$ cat config.mk
export PLATFORM = sky130hd
export DESIGN_NAME = sdbg_host
export DESIGN_NICKNAME = d
export VERILOG_FILES = /design/src/sdbg_pkg.sv /design/src/sdbg_tick.sv /design/src/sdbg_host.sv
export VERILOG_INCLUDE_DIRS = /design/src
export SDC_FILE = /design/constraint.sdc
export NUM_CORES = 1
export LEC_CHECK = 0
export BUFFER_PORTS_ARGS = -buffer_cell sky130_fd_sc_hd__buf_2
export CORE_ASPECT_RATIO = 1.1
export CORE_MARGIN = 5
export CORE_UTILIZATION = 55
export DETAILED_ROUTE_END_ITERATION = 8
export PLACE_DENSITY = 0.8
export RECOVER_POWER = 100
export SLEW_MARGIN = 20
export SYNTH_ARGS = -nofsm -noshare
export SYNTH_HDL_FRONTEND = slang
export SYNTH_SLANG_ARGS = --single-unit
export TNS_END_PERCENT = 50
$ cat constraint.sdc
create_clock -name clk_sys -period 2.2 [get_ports clk_sys]
set_input_delay 0.33 -clock clk_sys [delete_from_list [all_inputs] [get_ports clk_sys]]
set_output_delay 0.33 -clock clk_sys [all_outputs]
set_load 0.03 [all_outputs]
$ cat src/sdbg_defs.svh
// Timing counts and line-shape constants for the single-wire debug host.
// Assumes inclusion by bare name from the package and the design files.
`ifndef SDBG_DEFS_SVH
`define SDBG_DEFS_SVH

// ============================================================
// Pacing after a command, in bus clock cycles
`define SDBG_HW_RD_WAIT   8'h96
`define SDBG_HW_WR_WAIT   8'h96
`define SDBG_FW_RD_WAIT   8'h30
`define SDBG_FW_WR_WAIT   8'h24
`define SDBG_RUN_WAIT     8'h4c
`define SDBG_STEAL_WAIT   8'h80

// ============================================================
// Line shape, in serial clock cycles
`define SDBG_BIT_LAST     8'h0f
`define SDBG_ONE_LOW      8'h04
`define SDBG_ZERO_LOW     8'h0d
`define SDBG_RX_LOW       8'h02
`define SDBG_RX_SAMPLE    8'h0a
`define SDBG_ABORT_LAST   8'h7f

`endif

$ cat src/sdbg_pkg.sv
// Types shared by the single-wire debug host.
// Assumes the constants header is on the include path.
package sdbg_pkg;
  `include "sdbg_defs.svh"

  typedef enum logic [2:0] {
    SDBG_K_HW_RD = 3'b000,
    SDBG_K_HW_WR = 3'b001,
    SDBG_K_FW_RD = 3'b010,
    SDBG_K_FW_WR = 3'b011,
    SDBG_K_RUN   = 3'b100,
    SDBG_K_PLAIN = 3'b101
  } sdbg_kind_t;

  typedef enum logic [3:0] {
    SDBG_S_IDLE     = 4'b0000,
    SDBG_S_TX_BIT   = 4'b0001,
    SDBG_S_PACE     = 4'b0010,
    SDBG_S_ACK_LO   = 4'b0011,
    SDBG_S_ACK_HI   = 4'b0100,
    SDBG_S_RX_BIT   = 4'b0101,
    SDBG_S_ABORT_LO = 4'b0110,
    SDBG_S_ABORT_HI = 4'b0111,
    SDBG_S_SYNC_LO  = 4'b1000,
    SDBG_S_SYNC_HI  = 4'b1001
  } sdbg_state_t;
endpackage

$ cat src/sdbg_tick.sv
// Divider that makes a one-cycle tick every DIV system clocks.
// Assumes a single clock and a synchronous active-high reset.
`timescale 1ns/1ps
module sdbg_tick
#(
  parameter int DIV = 4
)
(
  input  wire logic clk_sys,
  input  wire logic srst,
  output logic      tick
);
  logic [15:0] cnt;
  logic [15:0] next_cnt;
  logic        next_tick;

  always_comb
  begin
    next_tick = 1'b0;
    next_cnt  = cnt + 16'h0001;
    if (cnt == 16'(DIV - 1))
    begin
      next_cnt  = 16'h0000;
      next_tick = 1'b1;
    end
  end

  always_ff @(posedge clk_sys)
  begin
    if (srst)
    begin
      cnt  <= 16'h0000;
      tick <= 1'b0;
    end
    else
    begin
      cnt  <= next_cnt;
      tick <= next_tick;
    end
  end

  // ============================================================
  // Checks
  property p_tick_gap;
    @(posedge clk_sys) disable iff (srst)
      tick |-> cnt == 16'h0000;
  endproperty
  a_tick_gap: assert property (p_tick_gap)
    else $error("tick not aligned to divider wrap");
endmodule

$ cat src/sdbg_host.sv
// Host controller for a single-wire open-drain debug line.
// Assumes a pull-up on the line and a target keeping its own timing.
//
// What this block does
// - Host waits 150 bus cycles after a read address before reading.
// - Host waits 150 bus cycles after write data before next command.
// - Host waits 48 bus cycles after firmware read opcode.
// - Host waits 36 bus cycles after firmware write data.
// - Host waits 76 bus cycles after single step or resume.
// - With unknown bus rate, host waits for acknowledge instead.
// - Eight bit times per byte, each opened by a falling edge.
// - Line driven high only in one-cycle speedup pulses.
// - No new command while an acknowledge is outstanding; abort first.
// - Abort: low 128 serial cycles, then one high speedup cycle.
`timescale 1ns/1ps
`include "sdbg_defs.svh"
module sdbg_host
  import sdbg_pkg::*;
#(
  parameter int SER_DIV = 4,
  parameter int BUS_DIV = 4
)
(
  input  wire logic        clk_sys,
  input  wire logic        srst,
  input  wire logic        cmd_valid,
  input  wire sdbg_kind_t  cmd_kind,
  input  wire logic        cmd_use_ack,
  input  wire logic [39:0] cmd_tx,
  input  wire logic [2:0]  cmd_tx_bytes,
  input  wire logic [1:0]  cmd_rx_bytes,
  input  wire logic        abort_req,
  output logic             cmd_ready,
  output logic             done,
  output logic [15:0]      rd_data,
  output logic             ack_wait,
  input  wire logic        debug_serial_line_in,
  output logic             debug_serial_line_out,
  output logic             debug_serial_line_oe_n
);
  sdbg_state_t state;
  sdbg_state_t next_state;
  sdbg_kind_t  kind;
  sdbg_kind_t  next_kind;
  logic        use_ack;
  logic        next_use_ack;
  logic [7:0]  scyc;
  logic [7:0]  next_scyc;
  logic [5:0]  bitn;
  logic [5:0]  next_bitn;
  logic [4:0]  rxn;
  logic [4:0]  next_rxn;
  logic [39:0] tx_sh;
  logic [39:0] next_tx_sh;
  logic [15:0] rx_sh;
  logic [15:0] next_rx_sh;
  logic [7:0]  pcnt;
  logic [7:0]  next_pcnt;
  logic [7:0]  pace_lim;
  logic [15:0] next_rd_data;
  logic        next_done;
  logic        next_out;
  logic        next_oe_n;
  logic        ser_tick;
  logic        bus_tick;
  logic        tx_bit;
  sdbg_state_t after_tx;

  // ============================================================
  // Serial and bus clock rates
  sdbg_tick #(.DIV(SER_DIV)) u_ser_tick
  (
    .clk_sys (clk_sys),
    .srst    (srst),
    .tick    (ser_tick)
  );

  sdbg_tick #(.DIV(BUS_DIV)) u_bus_tick
  (
    .clk_sys (clk_sys),
    .srst    (srst),
    .tick    (bus_tick)
  );

  // ============================================================
  // Pacing allowance per command kind, covering target steal waits
  always_comb
  begin
    case (kind)
      SDBG_K_HW_RD: pace_lim = `SDBG_HW_RD_WAIT;
      SDBG_K_HW_WR: pace_lim = `SDBG_HW_WR_WAIT;
      SDBG_K_FW_RD: pace_lim = `SDBG_FW_RD_WAIT;
      SDBG_K_FW_WR: pace_lim = `SDBG_FW_WR_WAIT;
      SDBG_K_RUN:   pace_lim = `SDBG_RUN_WAIT;
      default:      pace_lim = 8'h00;
    endcase
  end

  assign tx_bit   = tx_sh[39];
  assign after_tx = use_ack ? SDBG_S_ACK_LO : SDBG_S_PACE;

  // ============================================================
  // Sequencer
  always_comb
  begin
    next_state   = state;
    next_kind    = kind;
    next_use_ack = use_ack;
    next_scyc    = scyc;
    next_bitn    = bitn;
    next_rxn     = rxn;
    next_tx_sh   = tx_sh;
    next_rx_sh   = rx_sh;
    next_pcnt    = pcnt;
    next_rd_data = rd_data;
    next_done    = 1'b0;
    case (state)
      SDBG_S_IDLE:
      begin
        if (cmd_valid && cmd_tx_bytes != 3'b000)
        begin
          next_state   = SDBG_S_TX_BIT;
          next_kind    = cmd_kind;
          next_use_ack = cmd_use_ack;
          next_tx_sh   = cmd_tx;
          next_bitn    = {cmd_tx_bytes, 3'b000};
          next_rxn     = {cmd_rx_bytes, 3'b000};
          next_scyc    = 8'h00;
        end
      end
      SDBG_S_TX_BIT:
      begin
        if (ser_tick)
        begin
          next_scyc = scyc + 8'h01;
          if (scyc == `SDBG_BIT_LAST)
          begin
            next_scyc  = 8'h00;
            next_tx_sh = {tx_sh[38:0], 1'b0};
            next_bitn  = bitn - 6'h01;
            next_pcnt  = 8'h00;
            if (bitn == 6'h01)
              next_state = after_tx;
          end
        end
      end
      SDBG_S_PACE:
      begin
        if (pcnt == pace_lim)
          next_state = (rxn != 5'h00) ? SDBG_S_RX_BIT : SDBG_S_IDLE;
        else if (bus_tick)
          next_pcnt = pcnt + 8'h01;
        if (pcnt == pace_lim && rxn == 5'h00)
          next_done = 1'b1;
      end
      SDBG_S_ACK_LO:
      begin
        // No time-out: only an abort leaves an unanswered wait
        if (!debug_serial_line_in)
          next_state = SDBG_S_ACK_HI;
      end
      SDBG_S_ACK_HI:
      begin
        if (debug_serial_line_in)
        begin
          next_state = (rxn != 5'h00) ? SDBG_S_RX_BIT : SDBG_S_IDLE;
          next_done  = (rxn == 5'h00);
        end
      end
      SDBG_S_RX_BIT:
      begin
        if (ser_tick)
        begin
          next_scyc = scyc + 8'h01;
          if (scyc == `SDBG_RX_SAMPLE)
            next_rx_sh = {rx_sh[14:0], debug_serial_line_in};
          if (scyc == `SDBG_BIT_LAST)
          begin
            next_scyc = 8'h00;
            next_rxn  = rxn - 5'h01;
            if (rxn == 5'h01)
            begin
              next_state   = SDBG_S_IDLE;
              next_done    = 1'b1;
              next_rd_data = rx_sh;
            end
          end
        end
      end
      SDBG_S_ABORT_LO:
      begin
        if (ser_tick)
        begin
          next_scyc = scyc + 8'h01;
          if (scyc == `SDBG_ABORT_LAST)
          begin
            next_scyc  = 8'h00;
            next_state = SDBG_S_ABORT_HI;
          end
        end
      end
      SDBG_S_ABORT_HI:
      begin
        if (ser_tick)
          next_state = SDBG_S_SYNC_LO;
      end
      SDBG_S_SYNC_LO:
      begin
        if (!debug_serial_line_in)
          next_state = SDBG_S_SYNC_HI;
      end
      SDBG_S_SYNC_HI:
      begin
        if (debug_serial_line_in)
          next_state = SDBG_S_IDLE;
      end
      default:
        next_state = SDBG_S_IDLE;
    endcase
    if (abort_req && state != SDBG_S_ABORT_LO && state != SDBG_S_ABORT_HI)
    begin
      next_state = SDBG_S_ABORT_LO;
      next_scyc  = 8'h00;
      next_done  = 1'b0;
    end
  end

  // ============================================================
  // Line drive: low phases and one-cycle speedup pulses only
  always_comb
  begin
    next_out  = 1'b0;
    next_oe_n = 1'b1;
    case (state)
      SDBG_S_TX_BIT:
      begin
        if (scyc < (tx_bit ? `SDBG_ONE_LOW : `SDBG_ZERO_LOW))
          next_oe_n = 1'b0;
        else if (scyc == (tx_bit ? `SDBG_ONE_LOW : `SDBG_ZERO_LOW))
        begin
          next_oe_n = 1'b0;
          next_out  = 1'b1;
        end
      end
      SDBG_S_RX_BIT:
      begin
        if (scyc < `SDBG_RX_LOW)
          next_oe_n = 1'b0;
        else if (scyc == `SDBG_RX_LOW)
        begin
          next_oe_n = 1'b0;
          next_out  = 1'b1;
        end
      end
      SDBG_S_ABORT_LO:
        next_oe_n = 1'b0;
      SDBG_S_ABORT_HI:
      begin
        next_oe_n = 1'b0;
        next_out  = 1'b1;
      end
      default:
        next_oe_n = 1'b1;
    endcase
  end

  always_ff @(posedge clk_sys)
  begin
    if (srst)
    begin
      state                  <= SDBG_S_IDLE;
      kind                   <= SDBG_K_PLAIN;
      use_ack                <= 1'b0;
      scyc                   <= 8'h00;
      bitn                   <= 6'h00;
      rxn                    <= 5'h00;
      tx_sh                  <= 40'h0000000000;
      rx_sh                  <= 16'h0000;
      pcnt                   <= 8'h00;
      rd_data                <= 16'h0000;
      done                   <= 1'b0;
      cmd_ready              <= 1'b0;
      ack_wait               <= 1'b0;
      debug_serial_line_out  <= 1'b0;
      debug_serial_line_oe_n <= 1'b1;
    end
    else
    begin
      state                  <= next_state;
      kind                   <= next_kind;
      use_ack                <= next_use_ack;
      scyc                   <= next_scyc;
      bitn                   <= next_bitn;
      rxn                    <= next_rxn;
      tx_sh                  <= next_tx_sh;
      rx_sh                  <= next_rx_sh;
      pcnt                   <= next_pcnt;
      rd_data                <= next_rd_data;
      done                   <= next_done;
      cmd_ready              <= (next_state == SDBG_S_IDLE);
      ack_wait               <= (next_state == SDBG_S_ACK_LO);
      debug_serial_line_out  <= next_out;
      debug_serial_line_oe_n <= next_oe_n;
    end
  end

  // ============================================================
  // Checks
  logic [15:0] hi_run;
  always_ff @(posedge clk_sys)
  begin
    if (srst || debug_serial_line_oe_n || !debug_serial_line_out)
      hi_run <= 16'h0000;
    else
      hi_run <= hi_run + 16'h0001;
  end

  property p_hw_pace;
    @(posedge clk_sys) disable iff (srst)
      (state == SDBG_S_PACE && next_state != SDBG_S_PACE && !abort_req
       && (kind == SDBG_K_HW_RD || kind == SDBG_K_HW_WR))
      |-> pcnt == 8'd150;
  endproperty
  a_hw_pace: assert property (p_hw_pace)
    else $error("hardware command paced other than 150 bus cycles");

  property p_fw_rd_pace;
    @(posedge clk_sys) disable iff (srst)
      (state == SDBG_S_PACE && kind == SDBG_K_FW_RD && !abort_req)
      ##1 (state == SDBG_S_RX_BIT) |-> $past(pcnt) == 8'd48;
  endproperty
  a_fw_rd_pace: assert property (p_fw_rd_pace)
    else $error("firmware read data fetched before 48 bus cycles");

  property p_fw_wr_pace;
    @(posedge clk_sys) disable iff (srst)
      (state == SDBG_S_PACE && kind == SDBG_K_FW_WR && !abort_req)
      ##1 (state == SDBG_S_IDLE) |-> $past(pcnt) == 8'd36;
  endproperty
  a_fw_wr_pace: assert property (p_fw_wr_pace)
    else $error("firmware write not paced 36 bus cycles");

  property p_run_pace;
    @(posedge clk_sys) disable iff (srst)
      (state == SDBG_S_PACE && kind == SDBG_K_RUN && pcnt < 8'd76)
      |=> (state == SDBG_S_PACE || state == SDBG_S_ABORT_LO);
  endproperty
  a_run_pace: assert property (p_run_pace)
    else $error("left run pacing before 76 bus cycles");

  property p_ack_no_pace;
    @(posedge clk_sys) disable iff (srst)
      (state == SDBG_S_PACE) |-> !use_ack;
  endproperty
  a_ack_no_pace: assert property (p_ack_no_pace)
    else $error("fixed pacing used in acknowledge mode");

  property p_bit_falls;
    @(posedge clk_sys) disable iff (srst)
      $fell(debug_serial_line_oe_n) |-> !debug_serial_line_out;
  endproperty
  a_bit_falls: assert property (p_bit_falls)
    else $error("drive began without a falling edge");

  property p_speedup_brief;
    @(posedge clk_sys) disable iff (srst)
      (!debug_serial_line_oe_n && debug_serial_line_out)
      |-> hi_run < 16'(SER_DIV + 1);
  endproperty
  a_speedup_brief: assert property (p_speedup_brief)
    else $error("line driven high longer than a speedup pulse");

  property p_no_cmd_in_ack;
    @(posedge clk_sys) disable iff (srst)
      (state == SDBG_S_ACK_LO) |=> !cmd_ready;
  endproperty
  a_no_cmd_in_ack: assert property (p_no_cmd_in_ack)
    else $error("command offered while acknowledge outstanding");

  property p_abort_len;
    @(posedge clk_sys) disable iff (srst)
      (state == SDBG_S_ABORT_LO) ##1 (state == SDBG_S_ABORT_HI)
      |-> $past(scyc) == 8'd127;
  endproperty
  a_abort_len: assert property (p_abort_len)
    else $error("abort low shorter than 128 serial cycles");
endmodule

**Word-level counts from Yosys, hierarchy flattened**

Cells that the tools add are included.

- Reduce and logical (&&, ||, !) cells: 27
- $lt $le $gt $ge: 2
- Add/subtract/negate cells: 6
- Eq/ne operators: 35
- Muxes and demuxes: 62

Operators with widths:

| cell | number |
|---|---|
| 40-bit 2-to-1 mux | 3 |
| 40-bit one-hot mux with 2 select lines | 1 |
| 8-bit 2-to-1 mux | 9 |
| 4-bit 2-to-1 mux | 17 |
| 4-bit one-hot mux with 10 select lines | 1 |
| 16-bit by 1-bit adder with 16-bit output (second input constant) | 2 |
| 16-bit by 2-bit equality test with 1-bit output (second input constant) | 2 |
| 8-bit one-hot mux with 4 select lines | 1 |
| 8-bit one-hot mux with 3 select lines | 1 |
| 6-bit 2-to-1 mux | 3 |
| 8-bit by 1-bit adder with 8-bit output (second input constant) | 2 |
| 4-bit by 3-bit equality test with 1-bit output (second input constant) | 4 |
| 8-bit by 4-bit equality test with 1-bit output (second input constant) | 2 |
| 1-bit 2-to-1 mux | 16 |
| 8-bit one-hot mux with 2 select lines | 1 |
| 4-bit AND reduction | 4 |
| 5-bit 2-to-1 mux | 3 |
| 4-bit by 2-bit equality test with 1-bit output (second input constant) | 3 |
| 6-bit one-hot mux with 2 select lines | 1 |
| 2-bit OR reduction | 6 |
| 2-bit by 1-bit inequality test with 1-bit output (second input constant) | 5 |
| 5-bit one-hot mux with 2 select lines | 1 |
| 1-bit one-hot mux with 3 select lines | 3 |
| 4-bit equality test (second input constant) | 2 |
| other kinds (27) | 39 |

- Output and inout bits: 21
- Register bits: 146
- Logic and storage cells: 151

**Depth between registers and ports, before layout**

Gate-level depths: netlist of the first run.

- Depth after elaboration: 8
- Gate-level depth with buffers: 9
- Mapped depth without buffers: 8

**Modules after synthesis**

Synthesis of the first run repeated with hierarchy kept, for this count alone.

- Cells, all modules: 837
- Area total of the unflattened synthesis: 6880.3 µm²

By module, submodules not included:

| module | cells each | area each (µm²) | instances |
|---|---|---|---|
| sdbg_host | 668 | 5350.1 | 1 |
| sdbg_tick at u_bus_tick | 84 | 785.8 | 1 |
| sdbg_tick at u_ser_tick | 85 | 744.5 | 1 |

**Worst setup path after synthesis of the first run**

OpenSTA, ideal clock, no wires.

- Path type: register -> register
- Start point: register scyc[4]
- End point: register rd_data[0]
- Period minus slack after synthesis: 2.005 ns
- Cell stages (with the launch flop): 9
- Slack: 0.195 ns
- Buffers on the path: 2
- Data arrival time: 1.873 ns
- Path through: dfxtp_1 > or4_4 > nor2_8 > nand2_2 > or3_1 > buf_2 > buf_6 > nand2_1 > a21oi_1

- Word-level cells in the longest chain between the ends: 2

Ends and longest elaborated chain:

| element | RTL line | RTL |
|---|---|---|
| start, declared | sdbg_host.sv:47 | `logic [7:0] scyc;` |
| start signal, assigned | sdbg_host.sv:292 | `scyc <= next_scyc;` |
| 8-bit by 4-bit equality test with 1-bit output (no line) | - |  |
| 4-bit AND reduction (no line) | - |  |
| end signal, assigned | sdbg_host.sv:298 | `rd_data <= next_rd_data;` |
| end, declared | sdbg_host.sv:35 | `output logic [15:0] rd_data,` |

No other way between the ends.
A chain may end at the register's enable or synchronous reset.

**Final worst setup path of the first run**

- Start point: register scyc[6]
- End point: register tx_sh[15]

- Word-level cells in the longest chain between the ends: 3

Ends and longest elaborated chain:

| element | RTL line | RTL |
|---|---|---|
| 8-bit by 4-bit equality test with 1-bit output (no line) | - |  |
| 2-bit inequality test (no line) | - |  |
| 4-bit AND reduction (no line) | - |  |
| end signal, assigned | sdbg_host.sv:295 | `tx_sh <= next_tx_sh;` |
| end, declared | sdbg_host.sv:53 | `logic [39:0] tx_sh;` |

No other way between the ends.

==> results of run 1 <==
[logic make-up after synthesis]
| kind of cell | share of synthesized area [%] |
|---|---|
| AND/OR/NAND/NOR | 28.80 |
| AO/OA/AOI/OAI | 16.42 |
| flip-flops | 43.20 |
| buffers and inverters | 4.513 |
| XOR/XNOR | 4.531 |
| adder cells (fa/ha/maj) | 2.219 |
| multiplexers | 0.3144 |
[metrics by stage]
| stage | cell area, sq um | setup TNS, ns | util [%] | hold WS [ns] |
|---|---|---|---|---|
| after floorplan | 6765 | 0 | - | 0.4175 |
| after global routing | 7959 | -2.154 | 66.14 | 0.1645 |
| after detailed placement | 7355 | 0 | 61.11 | 0.4436 |
| after global placement | 7355 | 0 | 61.11 | 0.4314 |
| after CTS | 7976 | 0 | 66.28 | 0.1544 |
| final | 7959 | 0 | 66.14 | 0.1678 |
[report_power, final]
part	total [uW]	internal [uW]	switching (uW)
logic	816	324	492
registers	2880	2790	91.7
clock network	3010	1900	1110
[synthesized netlist by cell type (2+ instances only)]
| master | count | share of area [%] |
|---|---|---|
| sky130_fd_sc_hd__o211ai_1 | 4 | 0.44 |
| sky130_fd_sc_hd__buf_2 | 13 | 0.96 |
| sky130_fd_sc_hd__o21a_1 | 5 | 0.55 |
| sky130_fd_sc_hd__nor2b_1 | 8 | 0.74 |
| sky130_fd_sc_hd__a311oi_1 | 40 | 5.2 |
| sky130_fd_sc_hd__o41ai_1 | 2 | 0.26 |
| sky130_fd_sc_hd__nor4_1 | 8 | 0.74 |
| sky130_fd_sc_hd__nand3_1 | 23 | 1.7 |
| sky130_fd_sc_hd__a22oi_1 | 4 | 0.44 |
| sky130_fd_sc_hd__or3_1 | 8 | 0.74 |
| sky130_fd_sc_hd__dfxtp_1 | 146 | 43 |
| sky130_fd_sc_hd__nor3b_1 | 7 | 0.78 |
| sky130_fd_sc_hd__a21oi_1 | 63 | 4.7 |
| sky130_fd_sc_hd__nor4b_1 | 3 | 0.39 |
| sky130_fd_sc_hd__a21boi_0 | 3 | 0.33 |
| sky130_fd_sc_hd__nand4_1 | 14 | 1.3 |
| sky130_fd_sc_hd__a2bb2oi_2 | 2 | 0.44 |
| sky130_fd_sc_hd__a211oi_1 | 2 | 0.22 |
| sky130_fd_sc_hd__and4_1 | 5 | 0.65 |
| sky130_fd_sc_hd__clkbuf_1 | 33 | 1.8 |
| sky130_fd_sc_hd__ha_1 | 12 | 2.2 |
| sky130_fd_sc_hd__and2_1 | 3 | 0.28 |
| sky130_fd_sc_hd__a31o_2 | 3 | 0.39 |
| sky130_fd_sc_hd__nand2b_1 | 2 | 0.18 |
| sky130_fd_sc_hd__xnor2_1 | 16 | 2.1 |
| sky130_fd_sc_hd__nor2_1 | 106 | 5.9 |
| sky130_fd_sc_hd__nand2_1 | 188 | 10 |
| sky130_fd_sc_hd__and3_1 | 13 | 1.2 |
| sky130_fd_sc_hd__nor3_1 | 20 | 1.5 |
| sky130_fd_sc_hd__o21ai_0 | 18 | 1.3 |
| sky130_fd_sc_hd__inv_1 | 17 | 0.94 |
| sky130_fd_sc_hd__a22o_1 | 2 | 0.26 |
| sky130_fd_sc_hd__xor2_1 | 19 | 2.5 |
| sky130_fd_sc_hd__o21ai_1 | 2 | 0.15 |
| sky130_fd_sc_hd__nand3b_1 | 4 | 0.44 |
| sky130_fd_sc_hd__buf_4 | 5 | 0.55 |
| sky130_fd_sc_hd__o311ai_0 | 2 | 0.26 |
| sky130_fd_sc_hd__a31oi_1 | 5 | 0.46 |
[sequential cells by signal, indices dropped and copies added (netlist names)]
| register | cells |
|---|---|
| use_ack | 1 |
| state | 4 |
| bitn | 6 |
| ack_wait | 1 |
| kind | 3 |
| rx_sh | 16 |
| debug_serial_line_out | 1 |
| pcnt | 8 |
| debug_serial_line_oe_n | 1 |
| rxn | 5 |
| u_bus_tick.cnt | 16 |
| rd_data | 16 |
| u_ser_tick.cnt | 16 |
| scyc | 8 |
| done | 1 |
| cmd_ready | 1 |
| u_bus_tick.tick | 1 |
| tx_sh | 40 |
| u_ser_tick.tick | 1 |
[path summary, 6_finish.rpt]
kind	cells past startpoint	start	slack, ns	to
max reg2reg	6	scyc[6]	0.03	tx_sh[15]
max	6	scyc[6]	0.03	tx_sh[15]
min	3	cmd_kind[2]	0.17	kind[2]
min reg2reg	2	rd_data[5]	0.45	rd_data[5]
[worst max-delay path, delay by kind of cell (launching register included)]
family	cells	cell delay [ns]
AOI/OAI and AO/OA	2	0.50
buffers and inverters	1	0.32
DFF	1	0.35
and+or+nand+nor	3	0.89
[cell type report]
class / count / area share [%]
well taps: 154 / 2.421
repair buffers: 102 / 7.310
flip-flops and latches: 146 / 36.72
multi-input cells: 637 / 44.99
clock buffers: 19 / 5.439
inverters: 17 / 0.8018
clock inverters: 13 / 2.311
[per-layer routing]
metal  global-route usage, %  part of all wire (%)  routed length, microns
met1                   27.47                    48                    7212
met3                   5.765                   5.7                     866
met2                   32.94                    45                    6842
met5                       0                     0                       0
met4                   6.075                   1.4                     214
[timing repair]
item,4_1_cts,5_1_grt
resized for setup,1,5
hold endpoints to repair,0,0
hold buffers,0,0
endpoints found under the setup margin,4,68
pin swaps,0,2
[layout by cell type, fill, tap and decap left out, drive strengths merged, types with 4 or more instances in the layout]
cell      n
xnor2    16
bufinv    4
nor3     21
a31oi     5
o21a      5
nand3b    4
nand4    14
nor2    107
nor3b     7
a22oi     4
and4      5
or3       8
o211ai    4
ha       12
nor4      9
dfxtp   146
buf      78
xor2     19
nor2b     8
a21oi    63
and3     13
clkinv    5
nand2   189
nand3    23
o21ai    20
a311oi   40
nor4b     4
inv      18
clkbuf   43
==> results by stage, run 1 <==
Layout:
- The net count of the finished layout is 987.
- The count of non-filler cells in the finished layout is 1,088.
- In the final layout, the share of cells above drive strength 1 is 13.49%.
- The sequential cells in the finished layout cover a total of 2923 sq um.
- The number of antenna diodes in the final layout is 0.
- In the final layout, the multi-input gates occupy 3581 sq um.
- The area growth from synthesis to final layout is 17.64%.
- The number of inserted filler cells in the final layout is 1,060.

Worst setup path:
- The highest cell delay on the worst timing path is 0.62 ns.
- The maximum net fanout on the critical path is 29.
- The worst setup path is captured at a flop.
- The arrival time at the worst endpoint is 2.49 ns.
- The kind of start point of the critical path is a flop.
- The critical path data required time is 2.51 ns.
- The signal on the critical path passes through or4_4 > nor2_8 > a2bb2oi_4 > buf_4 > nor2_1 > a311oi_1.
- The library cell contributing the largest single delay on the critical path is sky130_fd_sc_hd__or4_4.
- The critical path class is reg2reg.

Floorplan:
- The initial utilization of the core area, before any placement, comes to 56.22%.
- In this run the vertical extent of the chip is 126.3 microns.
- The floorplan has 42 rows.
- The number of I/O pins is 75.
- The overall die area is 14,620 sq um.
- From left edge to right edge, the die measures 115.7 microns.
- The total core area is 12,030 sq um.

Timing:
- Setup violations remaining at the end of the flow were counted as 0.
- The setup slack of the critical path after layout is 0.02501 ns.
- The worst path in the final design needs a cycle of 2.175 ns, including I/O delays and setup.
- The number of pins with negative max-slew slack in the final report is 0.
- Setup repair after global routing could not meet its margin everywhere.
- The worst clock skew is 0.01119 ns.
- The number of failing hold endpoints at the final stage is 0.
- Of the available clock period, the critical path in the final layout requires 98.86%.
- Timing would allow up to 0.4598 GHz.
- The transition time at the pin with the least slew margin is 0.6725 ns.
- The worst pin sits at a relative slew slack of 54.69%.

Yosys:
- The share of synthesized registers carrying an async set or reset is 0%.
- The number of instances in the synthesized netlist is 853.
- The number of synthesis warnings is 0.
- The portion of the post-synthesis area used by sequential elements is 43.20%.
- The number of nets handed over by synthesis was 919.
- The primary flip-flop cell chosen by synthesis mapping is sky130_fd_sc_hd__dfxtp_1.
- A synthesized cell averages 7.931 sq um.
- The post-synthesis sequential element count is 146.
- The number of distinct library cells after synthesis is 61.
- The number of enable-type register cells in the synthesized netlist is 0.
- Summing every instance area after synthesis gives 6765 sq um.

Clocking:
- The TritonCTS clock tree is built.
- Buffers added to address setup during post-CTS repair amount to 0.
- In this run the deepest clock path goes through 2 buffers.
- The count of H-tree levels built during CTS is 4.
- The clock sink total is 146.
- The tree is rooted in a sky130_fd_sc_hd__clkbuf_16.
- TritonCTS created 17 clock buffers.
- The clock reaches the later pin of the worst-skew pair after 0.42 ns.
- Clock-pin slew was measured on the worst setup and hold paths at 0.06 ns.

Power:
- After layout, the design draws a total of 6704 uW.
- The standby leakage power is 0.002928 uW.
- The power per unit of standard cell area is 842.3 nW/um^2.
- Across the VDD grid, the largest voltage drop is 0.5177 mV.

Drt:
- The count of vias placed by the detailed router is 6,008.
- In the final routed layout, each cell accounts on average for 13.91 microns.
- The first detailed-routing pass ran for 5 iterations.
- The DRC marker count from the first detailed-route iteration is 356.
- The number of design rule violations left after detail routing is 0.
- Wires add up to 15.14 mm.
- The remaining antenna violation count after routing is 0.
- The routed via count divided by cell count is 5.522.

Placement:
- The placed wire-length estimate after detailed placement is 10.26 mm.
- The count of input and output buffers is 74.
- Once placement completed, the tool counted placed cells totaling 1,056.
- The routability congestion estimate is 0.9231.
- The worst setup slack after placement is 0.008060 ns.

Global route:
- For this run the aggregate overflow at the end of global routing stands at 0.
- The pin count of the biggest net entering global routing is 72.
- The number of global-route vias before repair came to 5,584.
- The global-route wire length before repair is 25.26 mm.
- The global router's overall resource usage is 20.69%.
- The number of antenna violations at the first check in global routing is 0.

Job:
- Max-cap violations in this run came to 0.

Status:
- The flow ran to the end, and the final reports show no timing, DRC or antenna violations.

Min path:
- In this run the worst hold path is classified as in2reg.
No activity file was read; power rests on OpenSTA's default activity.
==> run 2: changes to the inputs <==
--- a/config.mk
+++ b/config.mk
@@ -6,12 +6,14 @@
 export SDC_FILE = /design/constraint.sdc
 export NUM_CORES = 1
 export LEC_CHECK = 0
+export ABC_AREA = 1
 export BUFFER_PORTS_ARGS = -buffer_cell sky130_fd_sc_hd__buf_2
+export CAP_MARGIN = 0
 export CORE_ASPECT_RATIO = 1.1
 export CORE_MARGIN = 5
 export CORE_UTILIZATION = 55
 export DETAILED_ROUTE_END_ITERATION = 8
-export PLACE_DENSITY = 0.8
+export PLACE_DENSITY = 0.79
 export RECOVER_POWER = 100
 export SLEW_MARGIN = 20
 export SYNTH_ARGS = -nofsm -noshare
==> run 2 against run 1 <==
Global-route usage is 0.57 points higher. Synthesized cell count up 13%. Fmax is 7.2% higher. Flip-flop and latch count unchanged. Utilization decreased by 2.5 points. Sequential power grew 2%. Clock-buffer cell count is 2 lower. Setup slack improved by 0.15 ns. Critical endpoint is now scyc[4]. Highest routed layer unchanged.
==> results by stage, run 2 <==
Status:
- The run finished with clean final reports.

Layout:
- tx_sh holds more flip-flops than any other register.
- The number of antenna cells inserted is 0.
- The number of flip-flops under the largest register name is 40.
- The area growth from synthesis to final layout is 14.70%.
- The net count of the finished layout is 1,100.
- The library cell used most frequently in the layout, excluding fill and tap cells, is sky130_fd_sc_hd__nand2_1.
- In the layout the commonest cells are 208 x sky130_fd_sc_hd__nand2_1, 146 x sky130_fd_sc_hd__dfxtp_1, 109 x sky130_fd_sc_hd__inv_1.
- The share of cells above drive strength 1 is 12.32%.
- The fraction of the core area covered by cells at the end of the flow is 63.65%.

Timing:
- The number of pins with negative max-slew slack in the final report is 0.
- The worst clock skew is 0.004608 ns.
- The number of setup violations in the final report is 0.
- The final critical delay including setup and external delays is 2.028 ns.
- At the pin with the least slew margin, the transition time is 0.5369 ns.
- The maximum clock rate is 0.4930 GHz.
- The worst pin sits at a relative slew slack of 63.76%.
- The number of failing hold endpoints at the final stage is 0.
- Dividing the final minimum period by the clock period gives 92.19%.
- Setup repair after global routing left no endpoint under its margin.
- Setup total negative slack on the finished layout was measured at 0 ns.

Power:
- IR analysis of the VDD net gives a maximum drop of 0.6208 mV.
- The standby leakage power is 0.003184 uW.
- The power per unit of standard cell area is 838.4 nW/um^2.

Global route:
- The number of antenna violations at the first check in global routing is 0.
- The global router's overall resource usage is 21.26%.
- The total overflow left after global routing is 0.
- The number of global-route vias before repair is 5,954.
- The pin count of the biggest net entering global routing is 47.
- The global-route wire length before repair is 25.94 mm.

Yosys:
- The cell area after synthesis is 6897 sq um.
- Counting distinct cell types in the post-synthesis netlist gives 41.
- The post-synthesis adder-cell area fraction is 2.177%.
- After synthesis, the share of flip-flops with an asynchronous set or reset is 0%.
- The number of nets in the synthesized netlist is 1,029.
- The number of enable-type register cells in the synthesized netlist is 0.
- After synthesis, the cell types taking the most area are sky130_fd_sc_hd__dfxtp_1 42%, sky130_fd_sc_hd__nand2_1 11%, sky130_fd_sc_hd__inv_1 5.8%, sky130_fd_sc_hd__o21ai_0 5.0%, sky130_fd_sc_hd__nor2_1 4.7%.
- In this run the biggest area consumer among cell types represents 42.38% of the synthesized area.
- Summing the areas of all xor and xnor instances in the mapped netlist gives 1.143% of the synthesized area.
- Sequential elements use 42.38% of the synthesized area.
- The share of synthesized cell area in and, or, nand and nor gates is 27.01%.
- Among all flip-flop cells after synthesis, the most frequent one is sky130_fd_sc_hd__dfxtp_1.
- Yosys printed 0 warnings.
- The dominant cell type by area after synthesis is sky130_fd_sc_hd__dfxtp_1.
- The commonest cells after synthesis are 207 x sky130_fd_sc_hd__nand2_1, 146 x sky130_fd_sc_hd__dfxtp_1, 107 x sky130_fd_sc_hd__inv_1.
- The mean post-synth cell area is 7.162 sq um.
- The cell count after synthesis came out at 963.
- In the synthesized netlist, mux cells make up 0% of the area.
- Summing the areas of all compound-gate instances in the mapped netlist gives 17.92% of the synthesized area.
- The most frequent cell after synthesis is sky130_fd_sc_hd__nand2_1.
- By area, the combinational part of the netlist is dominated by simple AND/OR/NAND/NOR gates.
- Synthesis inferred 146 register bits.

Worst setup path:
- The endpoint kind of the worst setup timing path is a flop.
- For the worst flop-to-flop path, the logic depth is 8.
- The critical path class is reg2reg.
- STA puts the critical path data arrival time at 2.37 ns.
- The worst setup path is launched from a flop.
- At the worst endpoint, the required time is 2.54 ns.
- The maximum net fanout on the critical path is 8.

Drt:
- Summed over all layers, the routed wires come to 15.20 mm.
- The highest layer touched by signal routing is met4.
- The total iterations of the first detailed-routing run is 5.
- After detailed routing, the wire length on met1 is 6.891 mm.
- The count of vias placed by the detailed router is 6,421.
- The DRC marker count from the first detailed-route iteration is 416.
- The detail route stage leaves a number of antenna-violating nets equal to 0.
- The routed length per placed instance is 12.63 microns.
- Detailed routing placed a total of 809 microns of wire on met3.
- After detailed routing, the number of vias per cell comes to 5.333.
- For this run, design rule violations remaining after detail routing come to 0.
- The met2 wirelength from detailed routing is 7.144 mm.

Min path:
- In this run the worst hold path is classified as in2reg.
- The cell depth of the worst hold path is 3.

Clocking:
- TritonCTS created 17 clock buffers.
- The TritonCTS clock tree is built.
- For this design, the CTS-stage hold fixing added 0 buffers.
- Clock-pin slew was measured on the worst setup and hold paths at 0.06 ns.
- For the worst-skew pair, the clock arrives at the later sink with an insertion delay of 0.43 ns.
- The cell sitting at the root of the clock tree is a sky130_fd_sc_hd__clkbuf_16.
- The maximum root-to-sink buffer count is 2.
- The count of H-tree levels built during CTS is 4.
- Counting every sink on the clock net gives 146.

Placement:
- The HPWL after detailed placement is 10.50 mm.
- The count of buffers added on input and output ports is 74.
- At the end of routability-driven placement, the weighted congestion stood at 0.9588.

Floorplan:
- The region available for standard cell placement spans 12,430 sq um.
- In this run the count of I/O pins placed on the die edge is 75.
- The die is 127.4 microns tall.
- The overall die area is 14,880 sq um.
- The width of the chip is 116.8 microns.
- The initial utilization of the core area, before any placement, comes to 55.49%.
- The row count is 43.

Job:
- Max-cap violations in this run came to 0.
run 2: changes by cell type in the layout (fill, tap and decap cells not counted), moves of 18 or more:
cell,delta
sky130_fd_sc_hd__nand2_1,+20
sky130_fd_sc_hd__nand3_1,+31
sky130_fd_sc_hd__inv_1,+92
sky130_fd_sc_hd__a311oi_1,-40
sky130_fd_sc_hd__a211oi_1,+18
sky130_fd_sc_hd__nor2_1,-18
sky130_fd_sc_hd__a31oi_1,+38
sky130_fd_sc_hd__o21ai_0,+56
run 2: what timing repair did:
action / CTS / global route
endpoints found under the setup margin: 0 / 26
gates resized for setup: 0 / 2
setup buffers: 0 / 0
run 2: area by class of cell:
cell class,instances,area (sq um)
Clock buffer,17,425.4
Multi-Input combinational cell,659,3308
Inverter,121,461.7
Tap cell,157,196.4
Clock inverter,15,136.4
Sequential cell,146,2923
Timing Repair Buffer,89,459.2
Fill cell,1124,4518
run 2: per-stage QoR:
step / cell area, sq um / worst slack [ns] / instances / power (uW) / hold slack [ns]
4_1_cts: 7961 / 0.1590 / 1204 / 6684 / 0.1053
3_5_place_dp: 7400 / 0.1697 / 1172 / 3956 / 0.4344
5_1_grt: 7910 / 0.003777 / 1204 / 6932 / 0.1267
6_report: 7910 / 0.1718 / 1204 / 6632 / 0.1149
3_3_place_gp: 7400 / 0.2711 / 1172 / 3933 / 0.4288
2_1_floorplan: 6897 / 0.5477 / 963 / 3717 / 0.4175
run 2: cells by family (layout without fill, tap and decap cells):
kind of cell               after synthesis  after routing
adders and majority gates               12             12
and+or+nand+nor                        417            417
buffers and inverters                  158            242
AOI/OAI and AO/OA                      221            221
xor gates and xnor gates                 9              9
DFF                                    146            146
run 2: power breakdown:
group | internal, uW | leakage (uW) | switching [uW] | total (uW)
logic | 332 | 0.00174 | 625 | 957
clock network | 1560 | 0.000260 | 1170 | 2730
registers | 2820 | 0.00119 | 116 | 2940
run 2: path summary, 6_finish.rpt:
kind | startpoint | end | slack, ns
setup reg to reg | state[3] | scyc[4] | 0.17
setup / recovery | state[3] | scyc[4] | 0.17
hold / removal | cmd_kind[2] | kind[2] | 0.11
hold reg to reg | u_bus_tick.cnt[0] | u_bus_tick.cnt[0] | 0.44
run 2: metal layers:
layer,track usage (%),vias to the layer above
met5,0,-
li1,-,3337
met2,34.21,181
met3,5.069,33
met1,27.15,2870
met4,8.974,0
run 2: worst max-delay path, stage by stage, from the launching register on:
cell                       delay, ns
sky130_fd_sc_hd__dfxtp_1        0.46
sky130_fd_sc_hd__nor2_1         0.14
sky130_fd_sc_hd__nand3_1        0.17
sky130_fd_sc_hd__clkinv_1       0.11
sky130_fd_sc_hd__nor2_1         0.28
sky130_fd_sc_hd__nand2_1        0.12
sky130_fd_sc_hd__o21ai_2        0.17
sky130_fd_sc_hd__o21ai_0        0.26
sky130_fd_sc_hd__nor3b_1        0.25
